==> config.mk <==
export PLATFORM = sky130hd
export DESIGN_NAME = pss_top
export DESIGN_NICKNAME = d
export VERILOG_FILES = /design/src/hdl/pss_sync.v /design/src/hdl/pss_top.v
export VERILOG_INCLUDE_DIRS = /design/src /design/src/hdl
export SDC_FILE = /design/constraint.sdc
export NUM_CORES = 1
export LEC_CHECK = 0
export BUFFER_PORTS_ARGS = -buffer_cell sky130_fd_sc_hd__buf_2
export CORE_UTILIZATION = 46
export DETAILED_ROUTE_END_ITERATION = 16
export PLACE_DENSITY = 0.72
export SLEW_MARGIN = 10
export SYNTH_ARGS = -nofsm -noshare
export SYNTH_HDL_FRONTEND = slang
export SYNTH_SLANG_ARGS = --single-unit
==> constraint.sdc <==
create_clock -name sys_clk -period 2.6 [get_ports sys_clk]
set_input_delay 0 -clock sys_clk [delete_from_list [all_inputs] [get_ports sys_clk]]
set_output_delay 0 -clock sys_clk [all_outputs]
set_load 0.02 [all_outputs]
==> src/hdl/pss_defines.vh <==
// Register map, field positions and reset values of the paper sensor block
`ifndef PSS_DEFINES_VH
`define PSS_DEFINES_VH

// ****************************************************************
// Register byte addresses
// ****************************************************************
`define PSS_ADDR_SETTINGS   12'h058
`define PSS_ADDR_STATUS     12'h05c
`define PSS_ADDR_CMD        12'h060
`define PSS_ADDR_TRIP_LINES 12'h064
`define PSS_ADDR_INT_STAT   12'h068
`define PSS_ADDR_INT_EN     12'h06c
`define PSS_ADDR_INT_CLR    12'h070

// ****************************************************************
// Settings fields
// ****************************************************************
`define PSS_S1_POL      0
`define PSS_S1_EDGE     1
`define PSS_S1_STOP     2
`define PSS_S2_POL      3
`define PSS_S2_EDGE     4
`define PSS_S2_STOP     5
`define PSS_SET_W       8
`define PSS_SET_RST     8'h00

// ****************************************************************
// Status, command and interrupt fields
// ****************************************************************
`define PSS_ST_S1       0
`define PSS_ST_S2       1
`define PSS_CMD_SCAN    0
`define PSS_IRQ_S1      0
`define PSS_IRQ_S2      1
`define PSS_IRQ_STOP    2
`define PSS_IRQ_W       3
`define PSS_TRIP_W      8
`define PSS_TRIP_RST    8'h00

// ****************************************************************
// Synchroniser warm-up after reset
// ****************************************************************
`define PSS_PRIME_W     3
`define PSS_PRIME_CNT   3'h4
`define PSS_PRIME_ONE   3'h1

`endif

==> src/hdl/pss_sync.v <==
// Three-stage input synchroniser with agreement filter
`timescale 1ns/1ns
module pss_sync (
  // Clock and reset
  input  wire sys_clk,
  input  wire rst_b,
  // Pin side
  input  wire pin_in,
  // Clean level
  output reg  level_q
);

  reg s1_q;
  reg s2_q;
  reg s3_q;

  // First stage feeds only the second; change counts when 2 and 3 agree
  always @(posedge sys_clk) begin
    if (!rst_b) begin
      s1_q    <= 1'b0;
      s2_q    <= 1'b0;
      s3_q    <= 1'b0;
      level_q <= 1'b0;
    end else begin
      s1_q <= pin_in;
      s2_q <= s1_q;
      s3_q <= s2_q;
      if (s2_q == s3_q) begin
        level_q <= s3_q;
      end
    end
  end

endmodule // pss_sync

==> src/hdl/pss_top.v <==
// Paper sensor input conditioning with APB register slave
// Function
// Sensor 1 is true when low if polarity bit 0, high if 1.
// Level mode: sensor 1 state bit equals its current true value.
// Edge mode: sensor 1 state bit latches once sensor seen true.
// Edge mode: reading status clears the latched state bit.
// Sensor 1 stop control 0: scanning bit untouched by sensor 1.
// Sensor 1 stop control 1: rising true clears command, halts scan.
// Sensor 2 is true when low if polarity bit 0, high if 1.
// Level mode: sensor 2 state bit equals its current true value.
// Edge mode: sensor 2 state bit latches true since last read.
// Sensor 2 stop control 0: scanning bit untouched by sensor 2.
// Sensor 2 stop 1: rising true stops scan after programmed lines.
// Each sensor input is synchronised before polarity and edge logic.
//
// Implementation choice: the APB slave port.
`timescale 1ns/1ns
`include "pss_defines.vh"
module pss_top #(
  parameter ADDR_W = 12
) (
  // Clock and reset
  input  wire              sys_clk,
  input  wire              rst_b,
  // APB slave
  input  wire              psel,
  input  wire              penable,
  input  wire              pwrite,
  input  wire [ADDR_W-1:0] paddr,
  input  wire [31:0]       pwdata,
  output wire              pready,
  output reg  [31:0]       prdata,
  output wire              pslverr,
  // Sensor pins and scanner side
  input  wire              paper_sense1,
  input  wire              paper_sense2,
  input  wire              line_done,
  output wire              scanning,
  output wire              irq
);

  // ****************************************************************
  // Synchronisers
  // ****************************************************************
  wire lvl1;
  wire lvl2;

  pss_sync u_sync1 (
    .sys_clk (sys_clk),
    .rst_b   (rst_b),
    .pin_in  (paper_sense1),
    .level_q (lvl1)
  );

  pss_sync u_sync2 (
    .sys_clk (sys_clk),
    .rst_b   (rst_b),
    .pin_in  (paper_sense2),
    .level_q (lvl2)
  );

  // ****************************************************************
  // Registers
  // ****************************************************************
  reg  [`PSS_SET_W-1:0]  settings_q;
  reg  [`PSS_TRIP_W-1:0] trip_lines_q;
  reg  [`PSS_IRQ_W-1:0]  int_stat_q;
  reg  [`PSS_IRQ_W-1:0]  int_en_q;
  reg                    scan_q;
  reg                    latch1_q;
  reg                    latch2_q;
  reg                    true1_q;
  reg                    true2_q;
  reg                    trip_pend_q;
  reg  [`PSS_TRIP_W-1:0] trip_cnt_q;
  reg  [`PSS_PRIME_W-1:0] prime_q;
  reg                    latch1_d;
  reg                    latch2_d;
  reg  [`PSS_IRQ_W-1:0]  int_stat_d;
  reg  [31:0]            rd_word_d;

  wire acc    = psel & penable;
  wire wr     = acc & pwrite;
  wire rd     = acc & ~pwrite;
  // Read word is taken in the setup cycle so it stands through the access
  wire rd_setup = psel & ~penable & ~pwrite;

  function sel;
    input [ADDR_W-1:0] a;
    input [11:0]       r;
    begin
      sel = (a == r[ADDR_W-1:0]);
    end
  endfunction

  // Every listed register answers; anything else is refused
  function known;
    input [ADDR_W-1:0] a;
    begin
      if (sel(a, `PSS_ADDR_SETTINGS)) begin
        known = 1'b1;
      end else if (sel(a, `PSS_ADDR_STATUS)) begin
        known = 1'b1;
      end else if (sel(a, `PSS_ADDR_CMD)) begin
        known = 1'b1;
      end else if (sel(a, `PSS_ADDR_TRIP_LINES)) begin
        known = 1'b1;
      end else if (sel(a, `PSS_ADDR_INT_STAT)) begin
        known = 1'b1;
      end else if (sel(a, `PSS_ADDR_INT_EN)) begin
        known = 1'b1;
      end else if (sel(a, `PSS_ADDR_INT_CLR)) begin
        known = 1'b1;
      end else begin
        known = 1'b0;
      end
    end
  endfunction

  wire mapped = known(paddr);

  // Single access cycle; unmapped addresses answer with pslverr
  assign pready  = 1'b1;
  assign pslverr = acc & ~mapped;

  wire rd_status = rd & sel(paddr, `PSS_ADDR_STATUS);
  wire wr_settings = wr & sel(paddr, `PSS_ADDR_SETTINGS);
  wire wr_cmd      = wr & sel(paddr, `PSS_ADDR_CMD);
  wire wr_trip     = wr & sel(paddr, `PSS_ADDR_TRIP_LINES);
  wire wr_int_en   = wr & sel(paddr, `PSS_ADDR_INT_EN);
  wire wr_int_clr  = wr & sel(paddr, `PSS_ADDR_INT_CLR);

  function sense_true;
    input pol;
    input lvl;
    begin
      sense_true = pol ? lvl : ~lvl;
    end
  endfunction

  // ****************************************************************
  // Synchroniser warm-up
  // ****************************************************************
  // Synchronisers leave reset at 0, which reads as true under low-true
  // polarity; edges and latches wait until real pin levels have arrived
  always @(posedge sys_clk) begin
    if (!rst_b) begin
      prime_q <= {`PSS_PRIME_W{1'b0}};
    end else if (prime_q != `PSS_PRIME_CNT) begin
      prime_q <= prime_q + `PSS_PRIME_ONE;
    end
  end

  wire primed = (prime_q == `PSS_PRIME_CNT);

  // ****************************************************************
  // Polarity and edge detect
  // ****************************************************************
  wire true1 = primed & sense_true(settings_q[`PSS_S1_POL], lvl1);
  wire true2 = primed & sense_true(settings_q[`PSS_S2_POL], lvl2);
  wire rise1 = true1 & ~true1_q;
  wire rise2 = true2 & ~true2_q;

  wire edge1 = settings_q[`PSS_S1_EDGE];
  wire edge2 = settings_q[`PSS_S2_EDGE];
  // A true sensor shows at once, so a read cannot miss a set in flight
  wire st1   = edge1 ? (latch1_q | true1) : true1;
  wire st2   = edge2 ? (latch2_q | true2) : true2;

  wire stop1 = rise1 & settings_q[`PSS_S1_STOP];
  wire stop2_done = trip_pend_q & line_done &
                    (trip_cnt_q == {`PSS_TRIP_W{1'b0}});
  wire stop2_now  = rise2 & settings_q[`PSS_S2_STOP] &
                    (trip_lines_q == {`PSS_TRIP_W{1'b0}});
  wire stop_evt   = scan_q & (stop1 | stop2_now | stop2_done);

  always @(posedge sys_clk) begin
    if (!rst_b) begin
      true1_q <= 1'b0;
      true2_q <= 1'b0;
      latch1_q <= 1'b0;
      latch2_q <= 1'b0;
    end else begin
      true1_q <= true1;
      true2_q <= true2;
      latch1_q <= latch1_d;
      latch2_q <= latch2_d;
    end
  end

  // A true sensor in the read cycle stays latched: set beats clear
  always @* begin
    latch1_d = latch1_q;
    latch2_d = latch2_q;
    if (true1) begin
      latch1_d = 1'b1;
    end else if (rd_status) begin
      latch1_d = 1'b0;
    end
    if (true2) begin
      latch2_d = 1'b1;
    end else if (rd_status) begin
      latch2_d = 1'b0;
    end
  end

  // ****************************************************************
  // Scan command and trip countdown
  // ****************************************************************
  always @(posedge sys_clk) begin
    if (!rst_b) begin
      scan_q      <= 1'b0;
      trip_pend_q <= 1'b0;
      trip_cnt_q  <= `PSS_TRIP_RST;
    end else begin
      if (stop_evt) begin
        scan_q      <= 1'b0;
        trip_pend_q <= 1'b0;
      end else if (wr_cmd) begin
        scan_q      <= pwdata[`PSS_CMD_SCAN];
        trip_pend_q <= 1'b0;
      end else if (rise2 & settings_q[`PSS_S2_STOP] & scan_q &
                   ~trip_pend_q) begin
        // Count starts at the trip; each finished line counts down
        trip_pend_q <= 1'b1;
        trip_cnt_q  <= trip_lines_q - 8'h01;
      end else if (trip_pend_q & line_done) begin
        trip_cnt_q  <= trip_cnt_q - 8'h01;
      end
    end
  end

  assign scanning = scan_q;

  // ****************************************************************
  // Settings and interrupt registers
  // ****************************************************************
  wire [`PSS_IRQ_W-1:0] evt = {stop_evt, rise2, rise1};

  // New events win over a write-one clear in the same cycle
  always @* begin
    int_stat_d = int_stat_q | evt;
    if (wr_int_clr) begin
      int_stat_d = (int_stat_q & ~pwdata[`PSS_IRQ_W-1:0]) | evt;
    end
  end

  always @(posedge sys_clk) begin
    if (!rst_b) begin
      settings_q   <= `PSS_SET_RST;
      trip_lines_q <= `PSS_TRIP_RST;
      int_en_q     <= {`PSS_IRQ_W{1'b0}};
      int_stat_q   <= {`PSS_IRQ_W{1'b0}};
    end else begin
      if (wr_settings) begin
        settings_q <= pwdata[`PSS_SET_W-1:0];
      end
      if (wr_trip) begin
        trip_lines_q <= pwdata[`PSS_TRIP_W-1:0];
      end
      if (wr_int_en) begin
        int_en_q <= pwdata[`PSS_IRQ_W-1:0];
      end
      int_stat_q <= int_stat_d;
    end
  end

  assign irq = |(int_stat_q & int_en_q);

  // ****************************************************************
  // Read data
  // ****************************************************************
  // Unmapped and write-only addresses read as zero
  always @* begin
    rd_word_d = 32'h0000_0000;
    if (sel(paddr, `PSS_ADDR_SETTINGS)) begin
      rd_word_d = {24'h0, settings_q};
    end else if (sel(paddr, `PSS_ADDR_STATUS)) begin
      rd_word_d = {30'h0, st2, st1};
    end else if (sel(paddr, `PSS_ADDR_CMD)) begin
      rd_word_d = {31'h0, scan_q};
    end else if (sel(paddr, `PSS_ADDR_TRIP_LINES)) begin
      rd_word_d = {24'h0, trip_lines_q};
    end else if (sel(paddr, `PSS_ADDR_INT_STAT)) begin
      rd_word_d = {29'h0, int_stat_q};
    end else if (sel(paddr, `PSS_ADDR_INT_EN)) begin
      rd_word_d = {29'h0, int_en_q};
    end
  end

  // Loaded at the setup edge so the word stands while pready is high
  always @(posedge sys_clk) begin
    if (!rst_b) begin
      prdata <= 32'h0000_0000;
    end else if (rd_setup) begin
      prdata <= rd_word_d;
    end
  end

endmodule // pss_top

* Yosys cells after proc, flatten, opt, wreduce, memory -nomap -nowiden
Cells that the tools add are included.
** Operators by class
- Bitwise gates (word level) :: 44
- Add/sub/neg operators :: 3
- Reductions and logical operators :: 9
- Eq/ne operators :: 11
- Multiplexer cells :: 23
** Operators by type and width (count)
- 12-bit by 7-bit equality test with 1-bit output, second input constant :: 7
- 8-bit 2-to-1 mux :: 6
- 1-bit AND :: 24
- 8-bit zero test :: 2
- 8-bit by 1-bit subtractor with 8-bit output, second input constant :: 2
- 1-bit 2-to-1 mux :: 14
- 1-bit inverter :: 11
- 3-bit 2-to-1 mux :: 3
- 3-bit AND :: 2
- 3-bit OR :: 2
- 2-bit nonzero test :: 3
- 3-bit OR reduction :: 2
- 1-bit OR :: 4
- 3-bit by 1-bit adder with 3-bit output, second input constant :: 1
- 3-bit equality test, second input constant :: 1
- 3-bit inequality test, second input constant :: 1
- 3-bit inverter :: 1
- 3-bit AND reduction :: 1
- 1-bit equality test :: 2
- 2-bit OR reduction :: 1
** Word-level totals
- Flip-flop bits (word level) :: 79
- Output and inout bits :: 36
- Word-level logic and storage cells :: 111
- Bits of input ports :: 52

* Logic depth before layout (Yosys ltp)
Gate-level depths: netlist of the first run.
- Word-level depth :: 11
- Mapped depth :: 14
- Mapped depth without buffers :: 11

* Hierarchy
A second synthesis of the first run with hierarchy kept.
** Second synthesis, totals
- Cell total of the unflattened synthesis :: 338
- Area total of the unflattened synthesis :: 2929.1 sq um
** By module, submodules not included
- pss_top :: cells each 318, instances 1, area an instance 2696.3 sq um
- pss_sync :: cells each 10, instances 2, area an instance 116.4 sq um

* Worst setup path before layout of the first run
No wires, ideal clock.
- Kind :: flip-flop to flip-flop
- Start point :: register prime_q[0]
- End point :: register trip_cnt_q[4]
- Slack :: -0.080 ns
- Clock period less this slack :: 2.680 ns
- Library setup time :: 0.071 ns
- Stages on the path, launching flop included :: 15
- Data arrival time :: 2.610 ns
- Cells stage by stage :: dfxtp_1 inv_1 ha_1 and2_1 clkbuf_1 and3_1 buf_1 mux2i_1 ha_1 buf_1 nand2_1 xor2_1 o21ai_0 nand3_1 a21oi_1
** On the way
- Cells in the longest elaborated chain, start to end :: 10
** RTL lines
- start: declaration :: line pss_top.v:76 : reg [`PSS_PRIME_W-1:0] prime_q;
- start signal: assignment :: line pss_top.v:148 : prime_q <= {`PSS_PRIME_W{1'b0}};
- start signal: assignment :: line pss_top.v:150 : prime_q <= prime_q + `PSS_PRIME_ONE;
- 3-bit equality test (no source line) *
- 1-bit AND :: line pss_top.v:160 : wire true2 = primed & sense_true(settings_q[`PSS_S2_POL], lvl2);
- 1-bit AND :: line pss_top.v:162 : wire rise2 = true2 & ~true2_q;
- 1-bit AND :: line pss_top.v:173, pss_top.v:222
- 1-bit AND :: line pss_top.v:173 : wire stop2_now = rise2 & settings_q[`PSS_S2_STOP] &
- 1-bit OR (2 in series) :: line pss_top.v:175 : wire stop_evt = scan_q & (stop1 | stop2_now | stop2_done);
- 1-bit AND :: line pss_top.v:175
- 1-bit inverter (no source line)
- 3-bit AND reduction (no source line)
- end signal: assignment :: line pss_top.v:214 : trip_cnt_q <= `PSS_TRIP_RST;
- end signal: assignment :: line pss_top.v:226 : trip_cnt_q <= trip_lines_q - 8'h01;
- end signal: assignment :: line pss_top.v:228 : trip_cnt_q <= trip_cnt_q - 8'h01;
- end: declaration :: line pss_top.v:75 : reg [`PSS_TRIP_W-1:0] trip_cnt_q;
Every way passes the cells marked *; elsewhere a longest branch is shown, timed or not.
A chain may end at the register's enable or synchronous reset.

* Worst setup path after layout of the first run
- Start point :: register scan_q (netlist: scanning)
- End point :: register trip_cnt_q[4]
** On the way
- Cells in the longest elaborated chain, start to end :: 4
** RTL lines
- start: declaration :: line pss_top.v:69 : reg scan_q;
- start signal: assignment :: line pss_top.v:220 : scan_q <= pwdata[`PSS_CMD_SCAN];
- 1-bit AND (2 in series) :: line pss_top.v:222 : end else if (rise2 & settings_q[`PSS_S2_STOP] & scan_q &
- 2-bit nonzero test (no source line)
- 3-bit AND reduction (no source line)
Parallel ways exist; a longest one is shown, timed or not.

==> results.toml, run 1 <==
[synth]
syn-cell-area_um2 = 2870
yosysWarningCount = 0
synth.area.mux_share_pct = 9.54
synth_xor_area_share_pct = 1.52
async_flop_share_pct = 0
synth_fa_ha_area_share_pct = 1.31
synth_edf_count = 0
synth_sequential_area_ratio_pct = 38.3
synthDistinctLibCells = 63
synthSimpleGateAreaFrac_pct = 23.9
avgSynthCellArea_um2 = 8.50
synth_cells = 338
synth_compound_area_share_pct = 15.5
yosys_register_bits = 55
ys.flop_type = "dfxtp_1"
synth_top_family_by_area = "simple AND/OR/NAND/NOR gates"

[pwr]
pwr-share-clk_pct = 36.8
p_per_area_nw_per_um2 = 504
power_frac_seq_pct = 52.9
pwr-share-comb_pct = 10.3
power_switching_mw = 0.413
power_mw = 1.65
ir_drop_mv = 0.420
p_leak_nw = 1.39
intPower_mw = 1.24
swShare_pct = 25.0

[final_layout]
final_common_cell = "dfxtp_1"
fillers = 559
fin_nets = 439
area_growth_pct = 14.3
seq_area_um2 = 1100
layout_common_cells = "55 x dfxtp_1, 43 x nor2_1, 38 x buf_2"
drive_above_1_share_pct = 17.9
multiInputGateArea_um2 = 1590
diodes = 0

[grt]
grt_pass1_vias = 2243
grt_max_degree = 24
grt_overflow = 0
grt_usage_pct = 21.2
grt_pass1_wl_um = 10700
antenna_found_initial = 0

[floorplan]
num_io_pins = 88
die_w_um = 81.0
die_area_um2 = 6570
die-height_um = 81.0
core.rowCount = 28
core_area_um2 = 5960
initial_core_util_pct = 48.2

[worst_setup_path]
cp.arrival_ns = 2.67
end_kind = "flip-flop"
cp-start-kind = "flip-flop"
startpoint = "scanning$_SDFFE_PP0P_"
ff2ff_setup_slack_ns = 0.17
worstPathRequired_ns = 2.85
path_class = "flip-flop to flip-flop"
endpoint = "trip_cnt_q[4]$_SDFFE_PN0P_"
crit-reg2reg-launch = "scanning$_SDFFE_PP0P_"
regToRegEndpoint = "trip_cnt_q[4]$_SDFFE_PN0P_"
r2r_cells = 9
worstPathMaxFanout = 8

[sta]
slew_viol_final = 0
fin_setup_tns_ns = 0
worst_pin_slew_ns = 0.600
finalClockSkew_ns = 0.00630
timing.final.ws_setup_ns = 0.174
rsz0062_at_grt = "false"
post-route-period-util_pct = 93.3
finalSetupViolCount = 0
finalHoldViolations = 0
min_period_ns = 2.43
max_freq_mhz = 412
max-slew-margin-rel_pct = 59.7

[clock_tree]
cts_buffers = 5
htreeDepth = 2
clock_path_buffers = 2
cts_tree = "yes"
clock_sinks = 55
clkLatencyLatePin_ns = 0.31
post_cts_buffers = 0
cts_root_buffer = "clkbuf_8"
clk_pin_slew_ns = 0.10

[outcome]
outcome = "completed"

[detailed_routing]
routedWlPerCell_um = 14.4
wl_um = 6620
drt_iter0_drc = 144
num_vias = 2559
remaining_drc_errors = 0
vias_per_cell = 5.56
dr.pass1.iters = 4
drtAntennaViolNets = 0

[placed_design]
place_congestion = 0.878
place_ws_ns = 0.0829
dp_hpwl_um = 4880
portBuffers = 38

[worst_hold_path]
min_path_type = "primary input to flip-flop"

[flow_run]
max-cap-violations = 0
-- sequential cells by signal, indices dropped and copies added, names as in the netlist, 3 cells and up --
register	flops
settings_q	8
trip_lines_q	8
int_en_q	3
int_stat_q	3
trip_cnt_q	8
prdata	8
prime_q	3
-- Yosys cell counts, types with 2 or more instances --
library cell   n  area (µm²)
conb_1         2        7.51
mux2i_1       24         240
xnor2_1        4        35.0
a221oi_1       6        52.6
o211ai_1       3        22.5
nand3b_1       2        15.0
a21oi_1       21         105
nor3_1        11        55.1
ha_1           3        37.5
nand4_1        2        12.5
inv_1          5        18.8
dfxtp_1       55        1100
buf_1          3        11.3
clkbuf_1      11        41.3
nor2_1        43         161
buf_4         26         195
o21ai_0       13        65.1
nand3_1        9        45.0
and2_1        11        68.8
nor4_1         4        25.0
nand2_1       28         105
and3_1         2        12.5
nand2b_1       3        18.8
a31oi_1        4        25.0
a311oi_1       2        17.5
or3_1          3        18.8
o22ai_1        2        12.5
-- power by group through the flow --
stage | combinational, mW | sequential (mW) | clock [mW]
detailed placement | 0.160 | 0.894 | 0
floorplan | 0.129 | 0.899 | 0
finish | 0.170 | 0.874 | 0.609
global route | 0.188 | 0.877 | 0.654
CTS | 0.170 | 0.875 | 0.616
global placement | 0.157 | 0.893 | 0
-- layer usage --
| metal | vias up | wire length, µm | track usage, % | part of all wire, % |
|---|---|---|---|---|
| li1 | 1252 | - | - | - |
| met1 | 1210 | 2950 | 27.4 | 44 |
| met2 | 89 | 3240 | 36.6 | 49 |
| met3 | 8 | 336 | 2.47 | 5.1 |
| met4 | 0 | 99 | 6.79 | 1.5 |
| met5 | - | 0 | 0 | 0 |
-- final cells by class --
cell class / instances / share of cell area [%]
inverter: 6 / 0.686
clock buffer: 6 / 2.52
sequential: 55 / 33.5
clock inverter: 2 / 1.18
multi-input combinational: 259 / 48.5
timing repair buffer: 57 / 10.7
tap: 75 / 2.86
-- through the flow --
stage	instance area [µm²]	utilization (%)	hold WS, ns	cells
6_report	3280	55.1	0.00392	460
5_1_grt	3280	55.1	0.0225	460
4_1_cts	3270	55.0	0.00848	460
3_5_place_dp	3070	51.6	0.210	444
3_3_place_gp	3070	51.6	0.205	444
2_1_floorplan	2960	-	0.126	361
-- repair_timing --
| action | 4_1_cts | 5_1_grt |
|---|---|---|
| resized for setup | 0 | 3 |
| hold buffers | 8 | 0 |
| endpoints found under the hold margin | 13 | 0 |
| setup endpoints to repair | 0 | 4 |
-- how the worst min path moves through the flow --
| stage | start | depth (start not counted) | endpoint |
|---|---|---|---|
| 2_1_floorplan | psel | 2 | pslverr |
| 3_3_place_gp | paper_sense1 | 2 | u_sync1.s1_q$_SDFF_PN0_ |
| 3_5_place_dp | paper_sense2 | 2 | u_sync2.s1_q$_SDFF_PN0_ |
| 4_1_cts | pwdata[0] | 3 | trip_lines_q[0]$_SDFFE_PN0P_ |
| 5_1_grt | pwdata[0] | 3 | int_en_q[0]$_SDFFE_PN0P_ |
| 6_report | pwdata[0] | 3 | int_en_q[0]$_SDFFE_PN0P_ |
-- critical path, cell delays in order (launching register included) --
cell	delay [ns]
dfxtp_1	0.47
nor4bb_1	0.33
and3_2	0.33
mux2i_1	0.26
ha_2	0.30
nand2_1	0.08
xor2_1	0.14
o21ai_0	0.19
nand3_1	0.10
a21oi_1	0.16
-- kinds of logic (layout without fill, tap and decap cells) --
| logic type | count (synthesis) | after routing |
|---|---|---|
| buffers and inverters | 47 | 71 |
| other | 2 | 25 |
| XOR/XNOR | 5 | 5 |
| multiplexers | 26 | 26 |
| flip-flops | 55 | 55 |
| AO/OA/AOI/OAI | 68 | 68 |
| AND/OR/NAND/NOR | 132 | 132 |
| adder cells (fa/ha/maj) | 3 | 3 |
No activity file was read; power rests on OpenSTA's default activity.
==> run 2: changes to the inputs <==
--- a/config.mk
+++ b/config.mk
@@ -7,9 +7,12 @@
 export NUM_CORES = 1
 export LEC_CHECK = 0
 export BUFFER_PORTS_ARGS = -buffer_cell sky130_fd_sc_hd__buf_2
+export CORE_MARGIN = 5
 export CORE_UTILIZATION = 46
 export DETAILED_ROUTE_END_ITERATION = 16
 export PLACE_DENSITY = 0.72
+export RECOVER_POWER = 50
+export SETUP_SLACK_MARGIN = 0.1
 export SLEW_MARGIN = 10
 export SYNTH_ARGS = -nofsm -noshare
 export SYNTH_HDL_FRONTEND = slang
==> run 2 against run 1 <==
Core utilization shrank 0.57 points. Worst hold slack gained 0.013 ns. Final area shrank 0.46%. Flip-flop and latch count is the same. Clock-buffer cell count shrank 1. Critical path type unchanged. Sequential share of layout area grew 0.15 points. Largest power group unchanged. Cell count is the same. Largest cell class unchanged. Global-route usage shrank 2.6 points. Highest routed layer unchanged. Clock power shrank 7.7%. Via count shrank 1.8%.
==> results.toml, run 2 (synthesized netlist as in run 1, its figures left out) <==
[outcome]
outcome = "completed"

[sta]
slew_viol_final = 0
finalHoldViolations = 0
worst_pin_slew_ns = 1.48
fin_setup_tns_ns = 0
finalSetupViolCount = 0
max-slew-margin-rel_pct = 1.56
min_period_ns = 2.35
rsz0062_at_grt = "false"
max_freq_mhz = 426
post-route-period-util_pct = 90.3
timing.final.ws_setup_ns = 0.253
finalClockSkew_ns = 0.00210

[worst_setup_path]
endpoint = "trip_cnt_q[4]$_SDFFE_PN0P_"
path_class = "flip-flop to flip-flop"
crit-reg2reg-launch = "prime_q[0]$_SDFFE_PN0P_"
slowest_delay_ns = 0.34
startpoint = "prime_q[0]$_SDFFE_PN0P_"
cp.arrival_ns = 2.58
crit_buf_inv = 1
r2r_cells = 11
worst_path_max_delay_cell = "dfxtp_1"
cp_top_family = "simple AND/OR/NAND/NOR gates"
regToRegEndpoint = "trip_cnt_q[4]$_SDFFE_PN0P_"
crit_chain = "inv_1 -> ha_1 -> and2_2 -> and3_2 -> mux2i_2 -> ha_2 -> nand2_1 -> xor2_1 -> o21ai_0 -> nand3_1 -> a21oi_1"
worstPathRequired_ns = 2.83
crit_cells = 11
cp-start-kind = "flip-flop"
worstPathMaxFanout = 8
end_kind = "flip-flop"
ff2ff_setup_slack_ns = 0.25

[floorplan]
core.rowCount = 28
die_w_um = 89.0
die-height_um = 89.0
initial_core_util_pct = 48.0
num_io_pins = 88
die_area_um2 = 7930
core_area_um2 = 5990

[detailed_routing]
drt_iter0_drc = 127
num_vias = 2513
drtAntennaViolNets = 0
remaining_drc_errors = 0
vias_per_cell = 5.46
routedWlPerCell_um = 15.2
dr.pass1.iters = 5
wl_um = 7010

[final_layout]
final_common_cell = "dfxtp_1"
diodes = 0
drive_above_1_share_pct = 14.8
fin_nets = 440
layout_common_cells = "55 x dfxtp_1, 43 x nor2_1, 28 x nand2_1"
area_growth_pct = 13.8
stdcell_count = 460

[grt]
antenna_found_initial = 0
grt_overflow = 0
grt_pass1_vias = 2334
grt_usage_pct = 18.6
grt_pass1_wl_um = 11500
grt_max_degree = 34

[clock_tree]
clk_pin_slew_ns = 0.10
cts_root_buffer = "clkbuf_8"
htreeDepth = 2
clkLatencyLatePin_ns = 0.30
clock_sinks = 55
cts_buffers = 5
cts_tree = "yes"
clock_path_buffers = 2

[placed_design]
place_congestion = 0.930
portBuffers = 38
dp.cells = 444
place_ws_ns = 0.113
dp_hpwl_um = 5070

[pwr]
p_leak_nw = 1.33
p_per_area_nw_per_um2 = 491
ir_drop_mv = 0.349

[flow_run]
max-cap-violations = 0

[worst_hold_path]
min_path_type = "primary input to flip-flop"
==> run 2: cell count changes in the layout (fill, tap and decap cells not counted), moves of 3 or more <==
cell	previous run	this run
clkbuf_1	0	13
buf_2	38	27
and2_1	11	7
and2_0	0	3
==> run 2: worst min-delay path: stages <==
cell     delay (ns)
buf_2          0.13
mux2i_1        0.08
nor2_1         0.08
==> run 2: area by class of cell <==
class | instances | area (µm²)
Clock buffer | 5 | 68.8
Clock inverter | 2 | 37.5
Fill cell | 587 | 2720
Inverter | 6 | 22.5
Multi-Input combinational cell | 259 | 1610
Sequential cell | 55 | 1100
Tap cell | 75 | 93.8
Timing Repair Buffer | 58 | 339
==> run 2: repair_timing <==
item                                    in CTS  in global routing
pin swaps                                    0                  1
hold buffers                                 8                  0
resized for setup                            1                  6
endpoints found under the setup margin       1                  3
hold endpoints to repair                    13                  0
setup buffers                                0                  1
==> run 2: layer usage <==
layer  global-route usage [%]  wire length [µm]  up-vias
li1                         -                 -     1249
met1                     25.2              3220     1168
met2                     29.9              3200       94
met3                     4.88               559        2
met4                     4.06                25        0
met5                        0                 0        -
==> run 2: power by group <==
group / switching (mW) / internal (mW)
clock: 0.280 / 0.282
sequential: 0.0114 / 0.863
combinational: 0.112 / 0.0549
total: 0.404 / 1.20
==> run 2: metrics by stage <==
step,hold slack (ns),cell area (µm²),utilization (%),total power [mW]
floorplan,0.126,2960,-,1.03
global placement,0.205,3070,51.3,1.05
detailed placement,0.211,3070,51.3,1.05
CTS,0.00877,3260,54.5,1.62
global route,0.00605,3270,54.6,1.67
finish,0.0171,3270,54.6,1.60
==> run 2: how the worst min path moves through the flow <==
stage,startpoint,end,slack (ns),cells past startpoint
final,pwdata[2],trip_lines_q[2]$_SDFFE_PN0P_,0.02,3
after global routing,pwdata[2],trip_lines_q[2]$_SDFFE_PN0P_,0.006,3
after CTS,pwdata[2],trip_lines_q[2]$_SDFFE_PN0P_,0.009,3
after detailed placement,paper_sense2,u_sync2.s1_q$_SDFF_PN0_,0.21,2
after global placement,paper_sense2,u_sync2.s1_q$_SDFF_PN0_,0.21,2
after floorplan,psel,pslverr,0.13,2
